[src/include/ddc_pkg.sv]
// shared constants for the dual converter input port control block
package ddc_pkg;
  localparam int DATA_W = 10;
  localparam int CTRL_W = 8;
  localparam int ADDR_W = 8;
  // register byte offsets
  localparam logic [ADDR_W-1:0] OFS_CTRL = 8'h00;
  localparam logic [ADDR_W-1:0] OFS_STATUS = 8'h04;
  localparam logic [ADDR_W-1:0] OFS_MASK = 8'h08;
  localparam logic [ADDR_W-1:0] OFS_STATE = 8'h0c;
  localparam logic [ADDR_W-1:0] OFS_SAMPLE = 8'h10;
  localparam logic [ADDR_W-1:0] OFS_CLKDIV = 8'h14;
  // control word fields, taken from channel a bits 9..2
  localparam int CW_LSB = 2;
  localparam int PD_BIT = 7;
  localparam int EN_BIT = 6;
  localparam int F2_BIT = 5;
  localparam int F1_BIT = 4;
  localparam int GAIN_MSB = 3;
  // power-up: operational, 1x, gain 0
  localparam logic [CTRL_W-1:0] CTRL_RESET = 8'h40;
  // status event bits
  localparam int EV_W = 4;
  localparam int EV_CTRL = 0;
  localparam int EV_LOCK = 1;
  localparam int EV_UNLOCK = 2;
  localparam int EV_ILLEGAL = 3;
  localparam logic [EV_W-1:0] MASK_RESET = 4'h0;
  // interpolation codes
  localparam logic [1:0] INTERP_1X = 2'h0;
  localparam logic [1:0] INTERP_2X = 2'h1;
  localparam logic [1:0] INTERP_4X = 2'h2;
  // clock output half period in system cycles
  localparam int DIV_W = 8;
  localparam logic [DIV_W-1:0] CLKDIV_RESET = 8'h04;
  // timing
  localparam int CLK_PERIOD_NS = 25;
  localparam int WAKE_NS = 700;
  localparam int WAKE_CYC = (WAKE_NS + CLK_PERIOD_NS - 1) / CLK_PERIOD_NS;
  localparam int LOCK_EDGES = 8;
  localparam int PERIOD_W = 8;
  localparam logic [1:0] RESP_OKAY = 2'h0;
  localparam logic [1:0] RESP_SLVERR = 2'h2;
endpackage

[src/core/ddc_sync.sv]
// two flip-flop synchroniser for pin inputs
`timescale 1ns/1ps
module ddc_sync #(
  parameter int W = 1
) (
  // clock and reset
  input wire logic clock,
  input wire logic rst_n,
  // pins and synchronised copy
  input wire logic [W-1:0] pin_in,
  output logic [W-1:0] sync_out
);
  logic [W-1:0] meta_r;
  logic [W-1:0] meta_nxt;
  logic [W-1:0] sync_nxt;

  always_comb begin
    meta_nxt = pin_in;
    sync_nxt = meta_r;
  end

  always_ff @(posedge clock or negedge rst_n) begin
    if (!rst_n) begin
      meta_r <= '0;
      sync_out <= '0;
    end else begin
      meta_r <= meta_nxt;
      sync_out <= sync_nxt;
    end
  end
endmodule

[src/core/ddc_lock.sv]
// lock detector: steady reference period while the multiplier runs
`timescale 1ns/1ps
module ddc_lock
  import ddc_pkg::*;
#(
  parameter int EDGES = LOCK_EDGES
) (
  // clock and reset
  input wire logic clock,
  input wire logic rst_n,
  // reference edges
  input wire logic enable,
  input wire logic ref_rise,
  // indicator
  output logic locked
);
  typedef enum logic [1:0] {LK_HUNT = 2'b01, LK_LOCKED = 2'b10} ddc_lk_e;
  ddc_lk_e st_r, st_nxt;
  logic [PERIOD_W-1:0] cnt_r, cnt_nxt, per_r, per_nxt;
  logic [7:0] good_r, good_nxt;
  logic steady;

  always_comb begin
    cnt_nxt = (cnt_r == '1) ? cnt_r : cnt_r + 1'b1;
    per_nxt = per_r;
    good_nxt = good_r;
    st_nxt = st_r;
    steady = (cnt_r == per_r) || (cnt_r == per_r + 1'b1) ||
             (cnt_r + 1'b1 == per_r);
    if (ref_rise) begin
      cnt_nxt = '0;
      per_nxt = cnt_r;
      good_nxt = steady ? ((good_r == 8'(EDGES)) ? good_r : good_r + 1'b1)
                        : 8'h00;
    end
    unique case (st_r)
      LK_HUNT: if (good_nxt == 8'(EDGES)) st_nxt = LK_LOCKED;
      LK_LOCKED: if ((ref_rise && !steady) || cnt_r == '1) st_nxt = LK_HUNT;
    endcase
    if (!enable) begin
      st_nxt = LK_HUNT;
      good_nxt = 8'h00;
    end
    if (st_nxt == LK_HUNT && cnt_r == '1) good_nxt = 8'h00;
  end

  always_ff @(posedge clock or negedge rst_n) begin
    if (!rst_n) begin
      st_r <= LK_HUNT;
      cnt_r <= '0;
      per_r <= '0;
      good_r <= 8'h00;
    end else begin
      st_r <= st_nxt;
      cnt_r <= cnt_nxt;
      per_r <= per_nxt;
      good_r <= good_nxt;
    end
  end

  assign locked = (st_r == LK_LOCKED);
endmodule

[src/core/ddc_port.sv]
// input port, control word latch and register file of the dual converter
//
// The implementer's own choices: the placing of the registers and the AXI4-Lite slave port.
`timescale 1ns/1ps
// Operation
// - Channel b samples are ten bits, bit 9 msb and bit 0 lsb.
// - The shared clock pin is an input with the multiplier on, else driven.
// - With interleave select high both channels come from the a port.
// - With interleave low a is taken on rising and b on falling edges.
// - The control word is taken at the active-low strobe's falling edge.
// - Lock output is high only while locked to the shared clock pin.
// - The multiplier runs while the enable input is high, else it is off.
// - The control word is a bits 9..2: pd, enable, f2, f1, gain 3..0.
// - Power-down wins; otherwise enable 0 is standby and 1 is normal.
// - Filter enables give 1x, 2x or 4x; f2 without f1 is illegal.
// - Inputs are registered on an edge (a rising, b falling), outputs on the next rising one.
module ddc_port
  import ddc_pkg::*;
#(
  parameter int LOCK_EDGES_P = LOCK_EDGES
) (
  // system
  input wire logic clock,
  input wire logic rst_n,
  // sample and control pins
  input wire logic [DATA_W-1:0] chan_a_in,
  input wire logic [DATA_W-1:0] chan_b_in,
  input wire logic interleave_select,
  input wire logic ctrl_word_write_strobe_n,
  input wire logic pll_enable_in,
  // shared clock pin
  input wire logic link_clk_in,
  output logic link_clk_out,
  output logic link_clk_oe,
  // status pins and converter side
  output logic lock_out,
  output logic pll_active,
  output logic [DATA_W-1:0] conv_a,
  output logic [DATA_W-1:0] conv_b,
  output logic power_down,
  output logic standby,
  output logic normal_run,
  output logic converter_ready,
  output logic [1:0] interp_sel,
  output logic [3:0] gain_adjust,
  output logic irq,
  // axi4-lite slave
  input wire logic [ADDR_W-1:0] s_axi_awaddr,
  input wire logic s_axi_awvalid,
  output logic s_axi_awready,
  input wire logic [31:0] s_axi_wdata,
  input wire logic [3:0] s_axi_wstrb,
  input wire logic s_axi_wvalid,
  output logic s_axi_wready,
  output logic [1:0] s_axi_bresp,
  output logic s_axi_bvalid,
  input wire logic s_axi_bready,
  input wire logic [ADDR_W-1:0] s_axi_araddr,
  input wire logic s_axi_arvalid,
  output logic s_axi_arready,
  output logic [31:0] s_axi_rdata,
  output logic [1:0] s_axi_rresp,
  output logic s_axi_rvalid,
  input wire logic s_axi_rready
);
  function automatic logic [31:0] wmerge(input logic [31:0] old,
                                         input logic [31:0] data,
                                         input logic [3:0] strb);
    logic [31:0] res;
    res = old;
    for (int i = 0; i < 4; i++) begin
      if (strb[i]) res[8*i +: 8] = data[8*i +: 8];
    end
    return res;
  endfunction

  localparam int SW = 2 * DATA_W + 4;
  logic [SW-1:0] pins_s;
  logic [DATA_W-1:0] a_s, b_s;
  logic ide_s, strobe_s, pll_en_s, clk_s;

  ddc_sync #(.W(SW)) u_sync (
    .clock(clock),
    .rst_n(rst_n),
    .pin_in({chan_a_in, chan_b_in, interleave_select,
             ctrl_word_write_strobe_n, pll_enable_in, link_clk_in}),
    .sync_out(pins_s)
  );
  assign {a_s, b_s, ide_s, strobe_s, pll_en_s, clk_s} = pins_s;

  // clock pin direction, divider and edge finding
  logic [DIV_W-1:0] div_cnt_r, div_cnt_nxt, clkdiv_r, clkdiv_nxt;
  logic clk_out_r, clk_out_nxt, link_prev_r, link_prev_nxt;
  logic link_lvl, link_rise, link_fall, ref_rise;

  always_comb begin
    div_cnt_nxt = div_cnt_r + 1'b1;
    clk_out_nxt = clk_out_r;
    if (pll_en_s) begin
      div_cnt_nxt = '0;
      clk_out_nxt = 1'b0;
    end else if (div_cnt_r + 1'b1 >= clkdiv_r) begin
      div_cnt_nxt = '0;
      clk_out_nxt = !clk_out_r;
    end
    link_lvl = pll_en_s ? clk_s : clk_out_r;
    link_prev_nxt = link_lvl;
  end
  assign link_rise = link_lvl && !link_prev_r;
  assign link_fall = !link_lvl && link_prev_r;
  assign ref_rise = pll_en_s && link_rise;
  assign link_clk_out = clk_out_r;
  assign link_clk_oe = !pll_en_s;
  assign pll_active = pll_en_s;

  ddc_lock #(.EDGES(LOCK_EDGES_P)) u_lock (
    .clock(clock),
    .rst_n(rst_n),
    .enable(pll_en_s),
    .ref_rise(ref_rise),
    .locked(lock_out)
  );

  // sample capture and output update
  logic [DATA_W-1:0] in_a_r, in_a_nxt, in_b_r, in_b_nxt;
  logic [DATA_W-1:0] conv_a_nxt, conv_b_nxt;

  always_comb begin
    in_a_nxt = in_a_r;
    in_b_nxt = in_b_r;
    conv_a_nxt = conv_a;
    conv_b_nxt = conv_b;
    if (link_rise) begin
      in_a_nxt = a_s;
      conv_a_nxt = in_a_r;
      conv_b_nxt = in_b_r;
    end
    if (link_fall) begin
      in_b_nxt = ide_s ? a_s : b_s;
    end
  end

  // control word, decode and wake timer
  logic [CTRL_W-1:0] ctrl_r, ctrl_nxt;
  logic strobe_prev_r, strobe_prev_nxt, strobe_fall;
  logic [5:0] wake_r, wake_nxt;
  logic was_normal_r, was_normal_nxt, illegal_wr;
  logic [EV_W-1:0] status_r, status_nxt, mask_r, mask_nxt, ev_set;
  logic lock_prev_r, lock_prev_nxt;
  logic wr_fire, wr_ctrl;
  logic [31:0] ctrl_wr;

  assign strobe_fall = strobe_prev_r && !strobe_s;

  always_comb begin
    strobe_prev_nxt = strobe_s;
    ctrl_wr = wmerge({24'h000000, ctrl_r}, s_axi_wdata, s_axi_wstrb);
    ctrl_nxt = ctrl_r;
    if (strobe_fall) begin
      ctrl_nxt = a_s[DATA_W-1:CW_LSB];
    end else if (wr_ctrl) begin
      ctrl_nxt = ctrl_wr[CTRL_W-1:0];
    end
    illegal_wr = ctrl_nxt[F2_BIT] && !ctrl_nxt[F1_BIT] && ctrl_nxt != ctrl_r;
    was_normal_nxt = normal_run;
    wake_nxt = (wake_r != 6'h00) ? wake_r - 1'b1 : wake_r;
    if (!normal_run) begin
      wake_nxt = 6'(WAKE_CYC);
    end
  end

  assign power_down = ctrl_r[PD_BIT];
  assign standby = !ctrl_r[PD_BIT] && !ctrl_r[EN_BIT];
  assign normal_run = !ctrl_r[PD_BIT] && ctrl_r[EN_BIT];
  assign converter_ready = normal_run && was_normal_r && wake_r == 6'h00;
  assign gain_adjust = ctrl_r[GAIN_MSB:0];
  // illegal pair falls back to 1x
  assign interp_sel = !ctrl_r[F1_BIT] ? INTERP_1X :
                      (ctrl_r[F2_BIT] ? INTERP_4X : INTERP_2X);

  // axi write and read channels, interrupt status
  logic aw_v_r, aw_v_nxt, w_v_r, w_v_nxt, bvalid_nxt;
  logic [ADDR_W-1:0] aw_a_r, aw_a_nxt, wa;
  logic [31:0] w_d_r, w_d_nxt, rdata_nxt, div_wr, mask_wr;
  logic [3:0] w_s_r, w_s_nxt;
  logic [1:0] bresp_nxt, rresp_nxt;
  logic rvalid_nxt;

  assign s_axi_awready = !aw_v_r && !s_axi_bvalid;
  assign s_axi_wready = !w_v_r && !s_axi_bvalid;
  assign s_axi_arready = !s_axi_rvalid;
  assign wr_fire = aw_v_r && w_v_r && !s_axi_bvalid;
  assign wr_ctrl = wr_fire && aw_a_r == OFS_CTRL;
  assign wa = aw_a_r;
  assign irq = |(status_r & mask_r);

  always_comb begin
    aw_v_nxt = aw_v_r;
    aw_a_nxt = aw_a_r;
    w_v_nxt = w_v_r;
    w_d_nxt = w_d_r;
    w_s_nxt = w_s_r;
    bvalid_nxt = s_axi_bvalid && !s_axi_bready;
    bresp_nxt = s_axi_bresp;
    if (s_axi_awvalid && s_axi_awready) begin
      aw_v_nxt = 1'b1;
      aw_a_nxt = s_axi_awaddr;
    end
    if (s_axi_wvalid && s_axi_wready) begin
      w_v_nxt = 1'b1;
      w_d_nxt = s_axi_wdata;
      w_s_nxt = s_axi_wstrb;
    end
    div_wr = wmerge({24'h000000, clkdiv_r}, w_d_r, w_s_r);
    mask_wr = wmerge({28'h0000000, mask_r}, w_d_r, w_s_r);
    clkdiv_nxt = clkdiv_r;
    mask_nxt = mask_r;
    status_nxt = status_r;
    if (wr_fire) begin
      aw_v_nxt = 1'b0;
      w_v_nxt = 1'b0;
      bvalid_nxt = 1'b1;
      bresp_nxt = RESP_OKAY;
      unique case (wa)
        OFS_CTRL: ;
        OFS_STATUS: status_nxt = status_r &
                                 ~(w_d_r[EV_W-1:0] & {EV_W{w_s_r[0]}});
        OFS_MASK: mask_nxt = mask_wr[EV_W-1:0];
        OFS_STATE, OFS_SAMPLE: ;
        OFS_CLKDIV: clkdiv_nxt = (div_wr[DIV_W-1:0] == '0) ? 8'h01
                                                           : div_wr[DIV_W-1:0];
        default: bresp_nxt = RESP_SLVERR;
      endcase
    end
    ev_set = '0;
    ev_set[EV_CTRL] = strobe_fall;
    ev_set[EV_LOCK] = lock_out && !lock_prev_r;
    ev_set[EV_UNLOCK] = !lock_out && lock_prev_r;
    ev_set[EV_ILLEGAL] = illegal_wr;
    status_nxt = status_nxt | ev_set;
    lock_prev_nxt = lock_out;
    rvalid_nxt = s_axi_rvalid && !s_axi_rready;
    rdata_nxt = s_axi_rdata;
    rresp_nxt = s_axi_rresp;
    if (s_axi_arvalid && s_axi_arready) begin
      rvalid_nxt = 1'b1;
      rresp_nxt = RESP_OKAY;
      unique case (s_axi_araddr)
        OFS_CTRL: rdata_nxt = {24'h000000, ctrl_r};
        OFS_STATUS: rdata_nxt = {28'h0000000, status_r};
        OFS_MASK: rdata_nxt = {28'h0000000, mask_r};
        OFS_STATE: rdata_nxt = {22'h000000, interp_sel, converter_ready,
                                normal_run, standby, power_down, ide_s,
                                strobe_s, pll_en_s, lock_out};
        OFS_SAMPLE: rdata_nxt = {6'h00, conv_b, 6'h00, conv_a};
        OFS_CLKDIV: rdata_nxt = {24'h000000, clkdiv_r};
        default: begin
          rdata_nxt = 32'h00000000;
          rresp_nxt = RESP_SLVERR;
        end
      endcase
    end
  end

  always_ff @(posedge clock or negedge rst_n) begin
    if (!rst_n) begin
      div_cnt_r <= '0;
      clkdiv_r <= CLKDIV_RESET;
      clk_out_r <= 1'b0;
      link_prev_r <= 1'b0;
      in_a_r <= '0;
      in_b_r <= '0;
      conv_a <= '0;
      conv_b <= '0;
      ctrl_r <= CTRL_RESET;
      // matches the synchroniser's reset level, so no false fall
      strobe_prev_r <= 1'b0;
      wake_r <= 6'h00;
      was_normal_r <= 1'b1;
      status_r <= '0;
      mask_r <= MASK_RESET;
      lock_prev_r <= 1'b0;
      aw_v_r <= 1'b0;
      aw_a_r <= '0;
      w_v_r <= 1'b0;
      w_d_r <= 32'h00000000;
      w_s_r <= 4'h0;
      s_axi_bvalid <= 1'b0;
      s_axi_bresp <= RESP_OKAY;
      s_axi_rvalid <= 1'b0;
      s_axi_rdata <= 32'h00000000;
      s_axi_rresp <= RESP_OKAY;
    end else begin
      div_cnt_r <= div_cnt_nxt;
      clkdiv_r <= clkdiv_nxt;
      clk_out_r <= clk_out_nxt;
      link_prev_r <= link_prev_nxt;
      in_a_r <= in_a_nxt;
      in_b_r <= in_b_nxt;
      conv_a <= conv_a_nxt;
      conv_b <= conv_b_nxt;
      ctrl_r <= ctrl_nxt;
      strobe_prev_r <= strobe_prev_nxt;
      wake_r <= wake_nxt;
      was_normal_r <= was_normal_nxt;
      status_r <= status_nxt;
      mask_r <= mask_nxt;
      lock_prev_r <= lock_prev_nxt;
      aw_v_r <= aw_v_nxt;
      aw_a_r <= aw_a_nxt;
      w_v_r <= w_v_nxt;
      w_d_r <= w_d_nxt;
      w_s_r <= w_s_nxt;
      s_axi_bvalid <= bvalid_nxt;
      s_axi_bresp <= bresp_nxt;
      s_axi_rvalid <= rvalid_nxt;
      s_axi_rdata <= rdata_nxt;
      s_axi_rresp <= rresp_nxt;
    end
  end
endmodule

[config.mk]
export PLATFORM = sky130hd
export DESIGN_NAME = ddc_port
export DESIGN_NICKNAME = d
export VERILOG_FILES = /design/src/include/ddc_pkg.sv /design/src/core/ddc_sync.sv /design/src/core/ddc_lock.sv /design/src/core/ddc_port.sv
export SDC_FILE = /design/constraint.sdc
export NUM_CORES = 1
export LEC_CHECK = 0
export ABC_CLOCK_PERIOD_IN_PS = 2700
export BUFFER_PORTS_ARGS = -buffer_cell sky130_fd_sc_hd__buf_4
export CAP_MARGIN = 20
export CORE_ASPECT_RATIO = 1.2
export CORE_MARGIN = 4
export CORE_UTILIZATION = 41
export DETAILED_ROUTE_END_ITERATION = 10
export SYNTH_ARGS = -nofsm -noshare
export SYNTH_HDL_FRONTEND = slang
export SYNTH_SLANG_ARGS = --single-unit
[constraint.sdc]
create_clock -name clock -period 2.7 [get_ports clock]
set_clock_uncertainty 0.1 [all_clocks]
set_input_delay 0.405 -clock clock [delete_from_list [all_inputs] [get_ports clock]]
set_output_delay 0.405 -clock clock [all_outputs]
set_load 0.02 [all_outputs]
=== Word-level counts from Yosys, hierarchy flattened ===
Cells that the tools add are included.

* Bits in registers: 214
* Bits of input ports: 83
* Output and inout bits: 76
* Logic and storage cells: 158

* Add/sub/neg operators: 5
* Magnitude comparators: 1
* Equality and inequality tests: 22
* Multiplexer cells: 37
* Bitwise operators: 5
* Reductions and logical operators: 57

{| class="wikitable"
|+ Operator list
! operator !! number
|-
| 26-bit one-hot mux with 6 select lines || 1
|-
| 8-bit two-way mux || 14
|-
| 8-bit by 4-bit == test with 1-bit output (second input constant) || 6
|-
| 8-bit by 1-bit adder with 8-bit output (second input constant) || 4
|-
| 8-bit by 5-bit == test with 1-bit output (second input constant) || 4
|-
| 8-bit == test || 3
|-
| 1-bit logical AND || 24
|-
| 8-bit logical NOT || 3
|-
| 1-bit logical NOT || 17
|-
| 8-bit by 3-bit == test with 1-bit output (second input constant) || 2
|-
| 2-bit two-way mux || 7
|-
| 4-bit bitwise AND || 3
|-
| 6-bit two-way mux || 2
|-
| 6-bit OR reduction || 2
|-
| 10-bit two-way mux || 1
|-
| 1-bit two-way mux || 9
|-
| 8-bit == test (second input constant) || 1
|-
| 8-bit >= comparator || 1
|-
| 4-bit two-way mux || 2
|-
| 8-bit inequality test || 1
|-
| 6-bit logical NOT || 1
|-
| 2-bit nonzero test || 3
|-
| 6-bit nonzero test || 1
|-
| 6-bit by 1-bit subtractor with 6-bit output (second input constant) || 1
|-
| other kinds (10) || 14
|}

=== Logic depth before layout (Yosys ltp) ===
Gate-level depths: netlist (run 1).

* Word-level depth: 13
* Gate-level depth with buffers: 11
* Mapped depth without buffers: 11

=== Modules after synthesis ===
Synthesis (run 1) repeated with hierarchy kept, for this count alone.

* Cells, all modules: 820
* Area, all modules: 9168.8 µm²

{| class="wikitable"
|+ Modules (own cells, without submodules)
! module !! instances !! cells each !! area an instance (µm²) !! seq. area each (µm²)
|-
| ddc_port || 1 || 555 || 6047.0 || 3156.8
|-
| ddc_lock || 1 || 217 || 1920.6 || 651.9
|-
| ddc_sync || 1 || 48 || 1201.2 || 1201.2
|}

=== Worst setup path after synthesis (run 1) ===
Ideal clock, no wire load.

* Path kind: register to register
* Start: reg u_lock.cnt_r[7]
* End: reg u_lock.good_r[0]
* Library setup time: 0.072 ns
* Data arrival time: 2.603 ns
* Data required time: 2.528 ns
* Slack: -0.075 ns
* Stages on the path, launching flop included: 11
* Buffers on the path: 1
* Period minus slack after synthesis: 2.775 ns
* Path through: dfrtp_1 > buf_6 > xnor2_1 > or3_1 > a211o_1 > o41ai_4 > or3_2 > o211ai_2 > o31a_4 > nand2b_1 > nor2_1

* Word-level cells in the longest chain between the ends: 12
* Elaborated cells on any way between the ends: 21
* Those cells by class: add/sub (1); eq/ne (6); mux (8); reduce/logical (6)

{| class="wikitable"
|+ Ends and longest elaborated chain
! item !! line !! text
|-
| start, declared || ddc_lock.sv:19 || <nowiki>logic [PERIOD_W-1:0] cnt_r, cnt_nxt, per_r, per_nxt;</nowiki>
|-
| start signal, assigned || ddc_lock.sv:55 || <nowiki>cnt_r <= cnt_nxt;</nowiki>
|-
| 8-bit by 1-bit adder with 8-bit output or 8-bit == test (tied branches) || ddc_lock.sv:29, ddc_lock.sv:28 ||
|-
| 8-bit == test or 1-bit logical OR (tied branches) || ddc_lock.sv:29, ddc_lock.sv:28 ||
|-
| 1-bit logical OR || ddc_lock.sv:28 || <nowiki>steady = (cnt_r == per_r) || (cnt_r == per_r + 1'b1) ||</nowiki>
|-
| 8-bit two-way mux or 1-bit logical NOT (tied branches) || ddc_lock.sv:33, ddc_lock.sv:38 ||
|-
| 8-bit two-way mux or 1-bit logical AND (tied branches) || ddc_lock.sv:30, ddc_lock.sv:38 ||
|-
| 8-bit by 4-bit == test with 1-bit output or 1-bit logical OR (tied branches) || ddc_lock.sv:37, ddc_lock.sv:38 ||
|-
| 2-bit two-way mux, on equally long branches || ddc_lock.sv:37, ddc_lock.sv:38 ||
|-
| 2-bit one-hot mux with 2 select lines || ddc_lock.sv:36 || <nowiki>unique case (st_r)</nowiki>
|-
| 2-bit two-way mux || ddc_lock.sv:40 || <nowiki>if (!enable) begin</nowiki>
|-
| 2-bit by 1-bit == test with 1-bit output || ddc_lock.sv:44 || <nowiki>if (st_nxt == LK_HUNT && cnt_r == '1) good_nxt = 8'h00;</nowiki>
|-
| 1-bit logical AND || ddc_lock.sv:44 ||
|-
| 8-bit two-way mux (*) || ddc_lock.sv:44 ||
|-
| via u_lock.good_nxt[0] || ddc_lock.sv:20 || <nowiki>logic [7:0] good_r, good_nxt;</nowiki>
|-
| end signal, assigned || ddc_lock.sv:57 || <nowiki>good_r <= good_nxt;</nowiki>
|-
| end, declared || ddc_lock.sv:20 ||
|}

Mark *: on every way through the listed nets, which the timed path passes. The rest lies on a longest branch.
A chain may end at the register's enable or synchronous reset.

=== Worst setup path after layout (run 1) ===
* Start: reg u_lock.per_r[1]
* End: reg u_lock.good_r[6]

* Word-level cells in the longest chain between the ends: 13
* Elaborated cells on any way between the ends: 20
* Those cells by class: add/sub (1); eq/ne (5); mux (8); reduce/logical (6)

{| class="wikitable"
|+ Ends and longest elaborated chain
! item !! line !! text
|-
| start, declared || ddc_lock.sv:19 ||
|-
| start signal, assigned || ddc_lock.sv:56 || <nowiki>per_r <= per_nxt;</nowiki>
|-
| 8-bit by 1-bit adder with 8-bit output || ddc_lock.sv:28 ||
|-
| 8-bit == test || ddc_lock.sv:28 ||
|-
| 1-bit logical OR || ddc_lock.sv:28 ||
|-
| 1-bit logical OR (*) || ddc_lock.sv:28 ||
|-
| 8-bit two-way mux or 1-bit logical NOT (tied branches) || ddc_lock.sv:33, ddc_lock.sv:38 ||
|-
| 8-bit two-way mux or 1-bit logical AND (tied branches) || ddc_lock.sv:30, ddc_lock.sv:38 ||
|-
| 8-bit by 4-bit == test with 1-bit output or 1-bit logical OR (tied branches) || ddc_lock.sv:37, ddc_lock.sv:38 ||
|-
| 2-bit two-way mux, on equally long branches || ddc_lock.sv:37, ddc_lock.sv:38 ||
|-
| 2-bit one-hot mux with 2 select lines || ddc_lock.sv:36 ||
|-
| 2-bit two-way mux || ddc_lock.sv:40 ||
|-
| 2-bit by 1-bit == test with 1-bit output || ddc_lock.sv:44 ||
|-
| 1-bit logical AND || ddc_lock.sv:44 ||
|-
| 8-bit two-way mux (*) || ddc_lock.sv:44 ||
|-
| via u_lock.good_nxt[6] || ddc_lock.sv:20 ||
|}

Marks and branches as above.

==> impl_metrics.csv, run 1 <==
group,metric,value,unit
synth,syn_inst,783,
drt,ant_nets,0,
drt,wl_met2,10400,µm
timing,hold_viol_final,0,
layout,fin_cells,1260,
synth,synth-edff-count,0,
synth,synth_area_leaders,"dfrtp_1, mux2_2, mux2i_1",
setup_path,reg2reg_slack,-0.01,ns
synth,ys_seq_area_share,56.3,%
synth,syn_area,8900,µm²
setup_path,startpoint_type,"flop",
drt,route.detailed.drc,0,
layout,synthToLayoutAreaGrowth,29.7,%
layout,multi_input_comb_area,3770,µm²
timing,period_needed,2.71,ns
floorplan,core-area,21200,µm²
synth,synth_top_area_cell,"dfrtp_1",
drt,dr_wl_met3,769,µm
timing,maxSlewHeadroom,54.6,%
clocking,insertion_delay,0.44,ns
timing,final-max-slew-violation-count,0,
placed_design,place_inst,1193,
placed_design,place.gp.congestion,0.913,
setup_path,cp.arrival,2.97,ns
synth,synth.lib_cells_used.distinct,62,
setup_path,critPathKind,"reg2reg",
hold_path,min_path_type,"in2reg",
drt,viasPerCell,5.10,
drt,drt_iter0_drc,395,
run_status,status,"finished, violations left",
grt,grt_pass1_vias,6521,
synth,ys_top_cells_by_count,"dfrtp_1, nand2_1, mux2_2, o21ai_0, nor2_1",
synth,synthArstFlopShare,100,%
clocking,numCtsBuffers,17,
run_status,violations,"negative setup slack",
placed_design,dp_slack,-0.280,ns
floorplan,ioPinCount,159,
power,p_leak,5.32,nW
synth,ys.flop_type,"dfrtp_1",
layout,nNetsFinal,1075,
floorplan,die_area,24100,µm²
setup_path,critPathMaxStageDelay,0.44,ns
placed_design,hpwlAfterDp,15500,µm
layout,regArea,5020,µm²
drt,wirelength,21200,µm
grt,antenna_found_initial,0,
layout,fillers,1874,
setup_path,worst_setup_path_end_kind,"flop",
grt,grt_usage,18.1,%
grt,grt_start_max_net_pins,55,
synth,ys_seq_elements,200,
timing,rsz0062_at_grt,"true",
clocking,path_clk_slew,0.08,ns
setup_path,crit_slowest_cell,"o41ai_4",
setup_path,reg2reg_to,"u_lock.good_r[6]",
clocking,tritoncts,"built",
timing,timing.fmax,0.369,GHz
drt,drt-met1-wl,9600,µm
placed_design,port_buffers,117,
drt,wl_per_cell,16.8,µm
layout,diodes,0,
drt,drtPass1Iterations,5,
layout,drive_gt1_share,33.1,%
setup_path,cp_max_fo,6,
hold_path,worstHoldPathCells,2,
timing,setup_viol,3,
floorplan,start_util,42.0,%
setup_path,cp_cell_sequence,"buf_6 -> nand3_2 -> or3_1 -> a211o_1 -> o41ai_4 -> or3_4 -> o211ai_2 -> o31a_4 -> buf_12 -> a21oi_2",
floorplan,dieHeight,169,µm
clocking,clock_sinks,200,
setup_path,worstPathRequired,2.95,ns
hold_path,worstHoldStart,"s_axi_bready",
clocking,htree_levels,4,
setup_path,reg2reg_depth,10,
synth,syn_area_per_cell,11.4,µm²
timing,tightest_slew,0.679,ns
grt,grt_overflow,0,
drt,via_count,6432,
synth,synth_top_area_share,55.1,%
power,vdd_ir_drop_max,0.000466,V
hold_path,whs_endpoint,"s_axi_bvalid",
timing,whs,0.0324,ns
drt,top_layer_used,"met4",
floorplan,rows,58,
run,drv_cap,0,
synth,ys_warn_count,0,
clocking,clockBufferDepth,2,
synth,synth.most_common_cell,"dfrtp_1",
timing,setup_ws,-0.0134,ns
floorplan,die_x,143,µm
setup_path,worstReg2RegStart,"u_lock.per_r[1]",
grt,grt_pass1_wl,34500,µm
timing,timing.final.crit_share,100,%
clocking,root_buffer,"clkbuf_16",
power,power.density,865,nW/µm²
## worst max-delay path, delay by kind of cell (launching register included)
kind / cells / cell delay [ns]
buffers and inverters: 2 / 0.27
AOI/OAI and AO/OA: 5 / 1.25
and+or+nand+nor: 3 / 0.62
DFF: 1 / 0.38
## through the flow
| step | utilization [%] | power [mW] | instance area, µm² | TNS [ns] |
|---|---|---|---|---|
| floorplan | - | 5.96 | 8950 | 0 |
| global placement | 49.1 | 7.21 | 10400 | -1.52 |
| detailed placement | 49.1 | 7.26 | 10400 | -2.09 |
| CTS | 53.9 | 10.0 | 11400 | -0.0129 |
| global route | 54.5 | 10.6 | 11500 | -0.844 |
| finish | 54.5 | 9.99 | 11500 | -0.0215 |
## repair_timing
action | CTS | global route
endpoints found under the setup margin | 10 | 12
pin swaps | 14 | 9
endpoints found under the hold margin | 59 | 0
hold buffers | 25 | 0
gates resized for setup | 23 | 28
buffers inserted | 9 | 2
## routing by layer
| layer | vias up | GRT usage (%) |
|---|---|---|
| met4 | 0 | 6.41 |
| li1 | 3120 | - |
| met5 | - | 0 |
| met3 | 24 | 3.10 |
| met2 | 127 | 29.3 |
| met1 | 3161 | 24.6 |
## placed cells by master, fill, tap and decap left out, drive strengths merged, types with 7 or more instances in the layout
master       Yosys  final
inv             28     38
clkbuf          21     19
xnor2           18     18
nand2b           9      9
dfrtp          196    196
and3             8      8
nor2b           12     12
a22o            12     12
buf             28    186
conb             1     14
ha              14     14
nor4             8      8
mux2i           31     31
mux2            61     61
nor2            39     39
nor3            16     16
o21ai           53     53
nand2           79     79
nand4            7      7
nand3           14     14
a21o             8      8
xor2            15     15
dlygate4sd3      0     25
a21oi           26     26
## final cells by class
class / instances / share of cell area (%)
Multi-Input combinational cell: 519 / 32.6
Inverter: 28 / 0.910
Sequential cell: 200 / 43.5
Clock inverter: 13 / 1.45
Clock buffer: 18 / 3.72
Timing Repair Buffer: 212 / 14.9
Tap cell: 270 / 2.93
## worst max-delay path by stage
stage | start | to | slack, ns | cells past startpoint
after global routing | u_lock.per_r[2] | u_lock.good_r[6] | -0.13 | 9
after detailed placement | u_lock.cnt_r[0] | u_lock.good_r[6] | -0.28 | 10
after floorplan | u_lock.cnt_r[7] | u_lock.good_r[0] | 0.04 | 10
after CTS | u_lock.per_r[2] | u_lock.good_r[6] | -0.005 | 9
after global placement | u_lock.cnt_r[0] | u_lock.good_r[0] | -0.22 | 10
final | u_lock.per_r[1] | u_lock.good_r[6] | -0.01 | 10
## kinds of logic (layout without fill, tap and decap cells)
kind of cell,Yosys count,count (layout),synth area share (%)
compound gates,144,144,10.7
xor+xnor,33,33,3.33
fa+ha+maj,14,14,1.97
buf+inv,77,271,4.16
flops,200,200,56.3
mux,92,92,11.2
other cells,1,14,0.0421
simple gates,222,222,12.3
## report_power, final
group          internal, mW  total, mW  switching, mW  leakage, nW
clock                  1.34       2.57           1.23        0.293
sequential             3.64       4.28          0.639         2.47
combinational          1.63       3.15           1.52         2.56
## registers in the layout (all words and copies together), names as in the netlist, 2 cells and up
register / flops
div_cnt_r: 8
status_r: 4
in_a_r: 10
conv_b: 10
u_sync.sync_out: 24
ctrl_r: 8
conv_a: 10
wake_r: 6
aw_a_r: 8
u_lock.st_r: 2
clkdiv_r: 8
in_b_r: 10
mask_r: 4
u_lock.per_r: 8
s_axi_rdata: 20
u_lock.good_r: 8
w_d_r: 8
u_sync.meta_r: 24
u_lock.cnt_r: 8
Power figures use the tool's default switching activity.
==> run 2, diff against run 1 <==
--- a/config.mk
+++ b/config.mk
@@ -10,8 +10,9 @@
 export CAP_MARGIN = 20
 export CORE_ASPECT_RATIO = 1.2
 export CORE_MARGIN = 4
-export CORE_UTILIZATION = 41
+export CORE_UTILIZATION = 51
 export DETAILED_ROUTE_END_ITERATION = 10
+export PLACE_DENSITY = 0.77
 export SYNTH_ARGS = -nofsm -noshare
 export SYNTH_HDL_FRONTEND = slang
 export SYNTH_SLANG_ARGS = --single-unit
==> impl_metrics.csv, run 2 (synthesis results as in run 1) <==
group,metric,value,unit
timing,setup_ws,-0.0670,ns
placed_design,port_buffers,117,
power,power.density,892,nW/µm²
setup_path,critPathLaunch,"u_lock.per_r[5]",
setup_path,cp.arrival,3.03,ns
clocking,insertion_delay,0.44,ns
clocking,path_clk_slew,0.08,ns
layout,multi_input_comb_area,3760,µm²
hold_path,min_path_type,"in2reg",
timing,period_needed,2.77,ns
timing,whs,0.0394,ns
run,drv_cap,0,
placed_design,dp_slack,-0.238,ns
placed_design,hpwlAfterDp,15700,µm
clocking,tritoncts,"built",
clocking,root_buffer,"clkbuf_16",
setup_path,worst_setup_path_end_kind,"flop",
timing,timing.final.crit_share,102,%
floorplan,start_util,52.4,%
floorplan,rows,52,
layout,fillers,1235,
run_status,status,"finished, violations left",
floorplan,core-area,17000,µm²
grt,grt_pass1_wl,35300,µm
timing,setup_viol,8,
drt,wl_per_cell,18.1,µm
layout,final_common_cell,"dfrtp_1",
floorplan,die_area,19600,µm²
layout,fin_cells,1212,
drt,drtPass1Iterations,6,
setup_path,reg2reg_depth,9,
drt,via_count,6781,
grt,grt_pass1_vias,6830,
layout,regArea,5010,µm²
layout,synthToLayoutAreaGrowth,29.6,%
timing,hold_viol_final,0,
power,p_leak,5.39,nW
clocking,clock_sinks,200,
timing,final-max-slew-violation-count,0,
timing,timing.fmax,0.361,GHz
floorplan,die_x,129,µm
setup_path,worstPathRequired,2.96,ns
timing,tightest_slew,0.723,ns
grt,grt_overflow,0,
setup_path,cp-endpoint,"u_lock.good_r[3]",
setup_path,worstReg2RegStart,"u_lock.per_r[5]",
floorplan,ioPinCount,159,
run_status,violations,"negative setup slack",
drt,drt_iter0_drc,507,
clocking,numCtsBuffers,17,
timing,rsz0062_at_grt,"true",
setup_path,reg2reg_slack,-0.07,ns
drt,ant_nets,0,
timing,maxSlewHeadroom,51.7,%
setup_path,startpoint_type,"flop",
power,vdd_ir_drop_max,0.000516,V
drt,route.detailed.drc,0,
setup_path,cp_max_fo,6,
layout,reg_top3,"u_sync.meta_r x24, u_sync.sync_out x24, s_axi_rdata x20",
layout,final_cell_mix,"dfrtp_1, buf_4, nand2_1",
clocking,clockBufferDepth,2,
grt,grt_usage,22.7,%
grt,grt_start_max_net_pins,61,
layout,drive_gt1_share,32.9,%
placed_design,place.gp.congestion,0.930,
placed_design,place_inst,1142,
layout,diodes,0,
setup_path,critPathKind,"reg2reg",
clocking,htree_levels,4,
drt,viasPerCell,5.59,
drt,wirelength,21900,µm
layout,nNetsFinal,1080,
grt,antenna_found_initial,0,
setup_path,reg2reg_to,"u_lock.good_r[3]",
floorplan,dieHeight,153,µm
## run 2: layer usage
metal,GRT usage (%),vias to the layer above,share of wire [%]
met3,4.31,64,5.4
met1,29.1,3336,40
met5,0,-,0
met4,9.40,0,4.2
li1,-,3127,-
met2,37.6,254,50
## run 2: worst max-delay path, stage by stage, from the launching register on
cell and delay, ns:
dfrtp_1 0.44, nand4_1 0.15, or3_1 0.36, a211o_1 0.30, o41ai_4 0.47, or3_4 0.21
o211ai_2 0.10, o31a_4 0.31, buf_6 0.14, a21oi_2 0.10
## run 2: how the worst min path moves through the flow
stage	to	cells after the start	slack, ns	from
2_1_floorplan	aw_a_r[0]	0	0.009	rst_n
3_3_place_gp	u_sync.sync_out[16]	0	0.23	u_sync.meta_r[16]
3_5_place_dp	u_sync.sync_out[16]	0	0.23	u_sync.meta_r[16]
4_1_cts	s_axi_rvalid	2	0.03	s_axi_rready
5_1_grt	s_axi_bvalid	2	0.04	s_axi_bready
6_report	s_axi_rvalid	2	0.04	s_axi_rready
## run 2: power by group
| group | leakage (nW) | internal (mW) | switching (mW) |
|---|---|---|---|
| clock network | 0.318 | 1.47 | 1.26 |
| registers | 2.48 | 3.63 | 0.675 |
| logic | 2.59 | 1.67 | 1.59 |
## run 2: per-stage QoR
stage	util (%)	instance area (µm²)	TNS, ns	power [mW]
CTS	67.4	11400	-0.313	10.2
finish	68.0	11500	-0.356	10.3
floorplan	-	8950	0	5.96
detailed placement	60.9	10300	-1.77	7.25
global placement	60.9	10300	-1.20	7.13
global route	68.0	11500	-1.06	10.8
## run 2: area by class of cell
type                    count  area share (%)
clock buffers              18            3.81
flip-flops and latches    200            43.4
well taps                 216            2.34
repair buffers            217            15.0
multi-input cells         519            32.6
inverters                  28           0.911
clock inverters            14            1.89
## run 2: repair_timing
| action | in CTS | in global routing |
|---|---|---|
| gates resized for setup | 25 | 22 |
| buffers inserted | 10 | 3 |
| pin swaps | 15 | 3 |
| setup endpoints to repair | 11 | 20 |
| hold endpoints to repair | 78 | 0 |
| hold buffers | 25 | 0 |
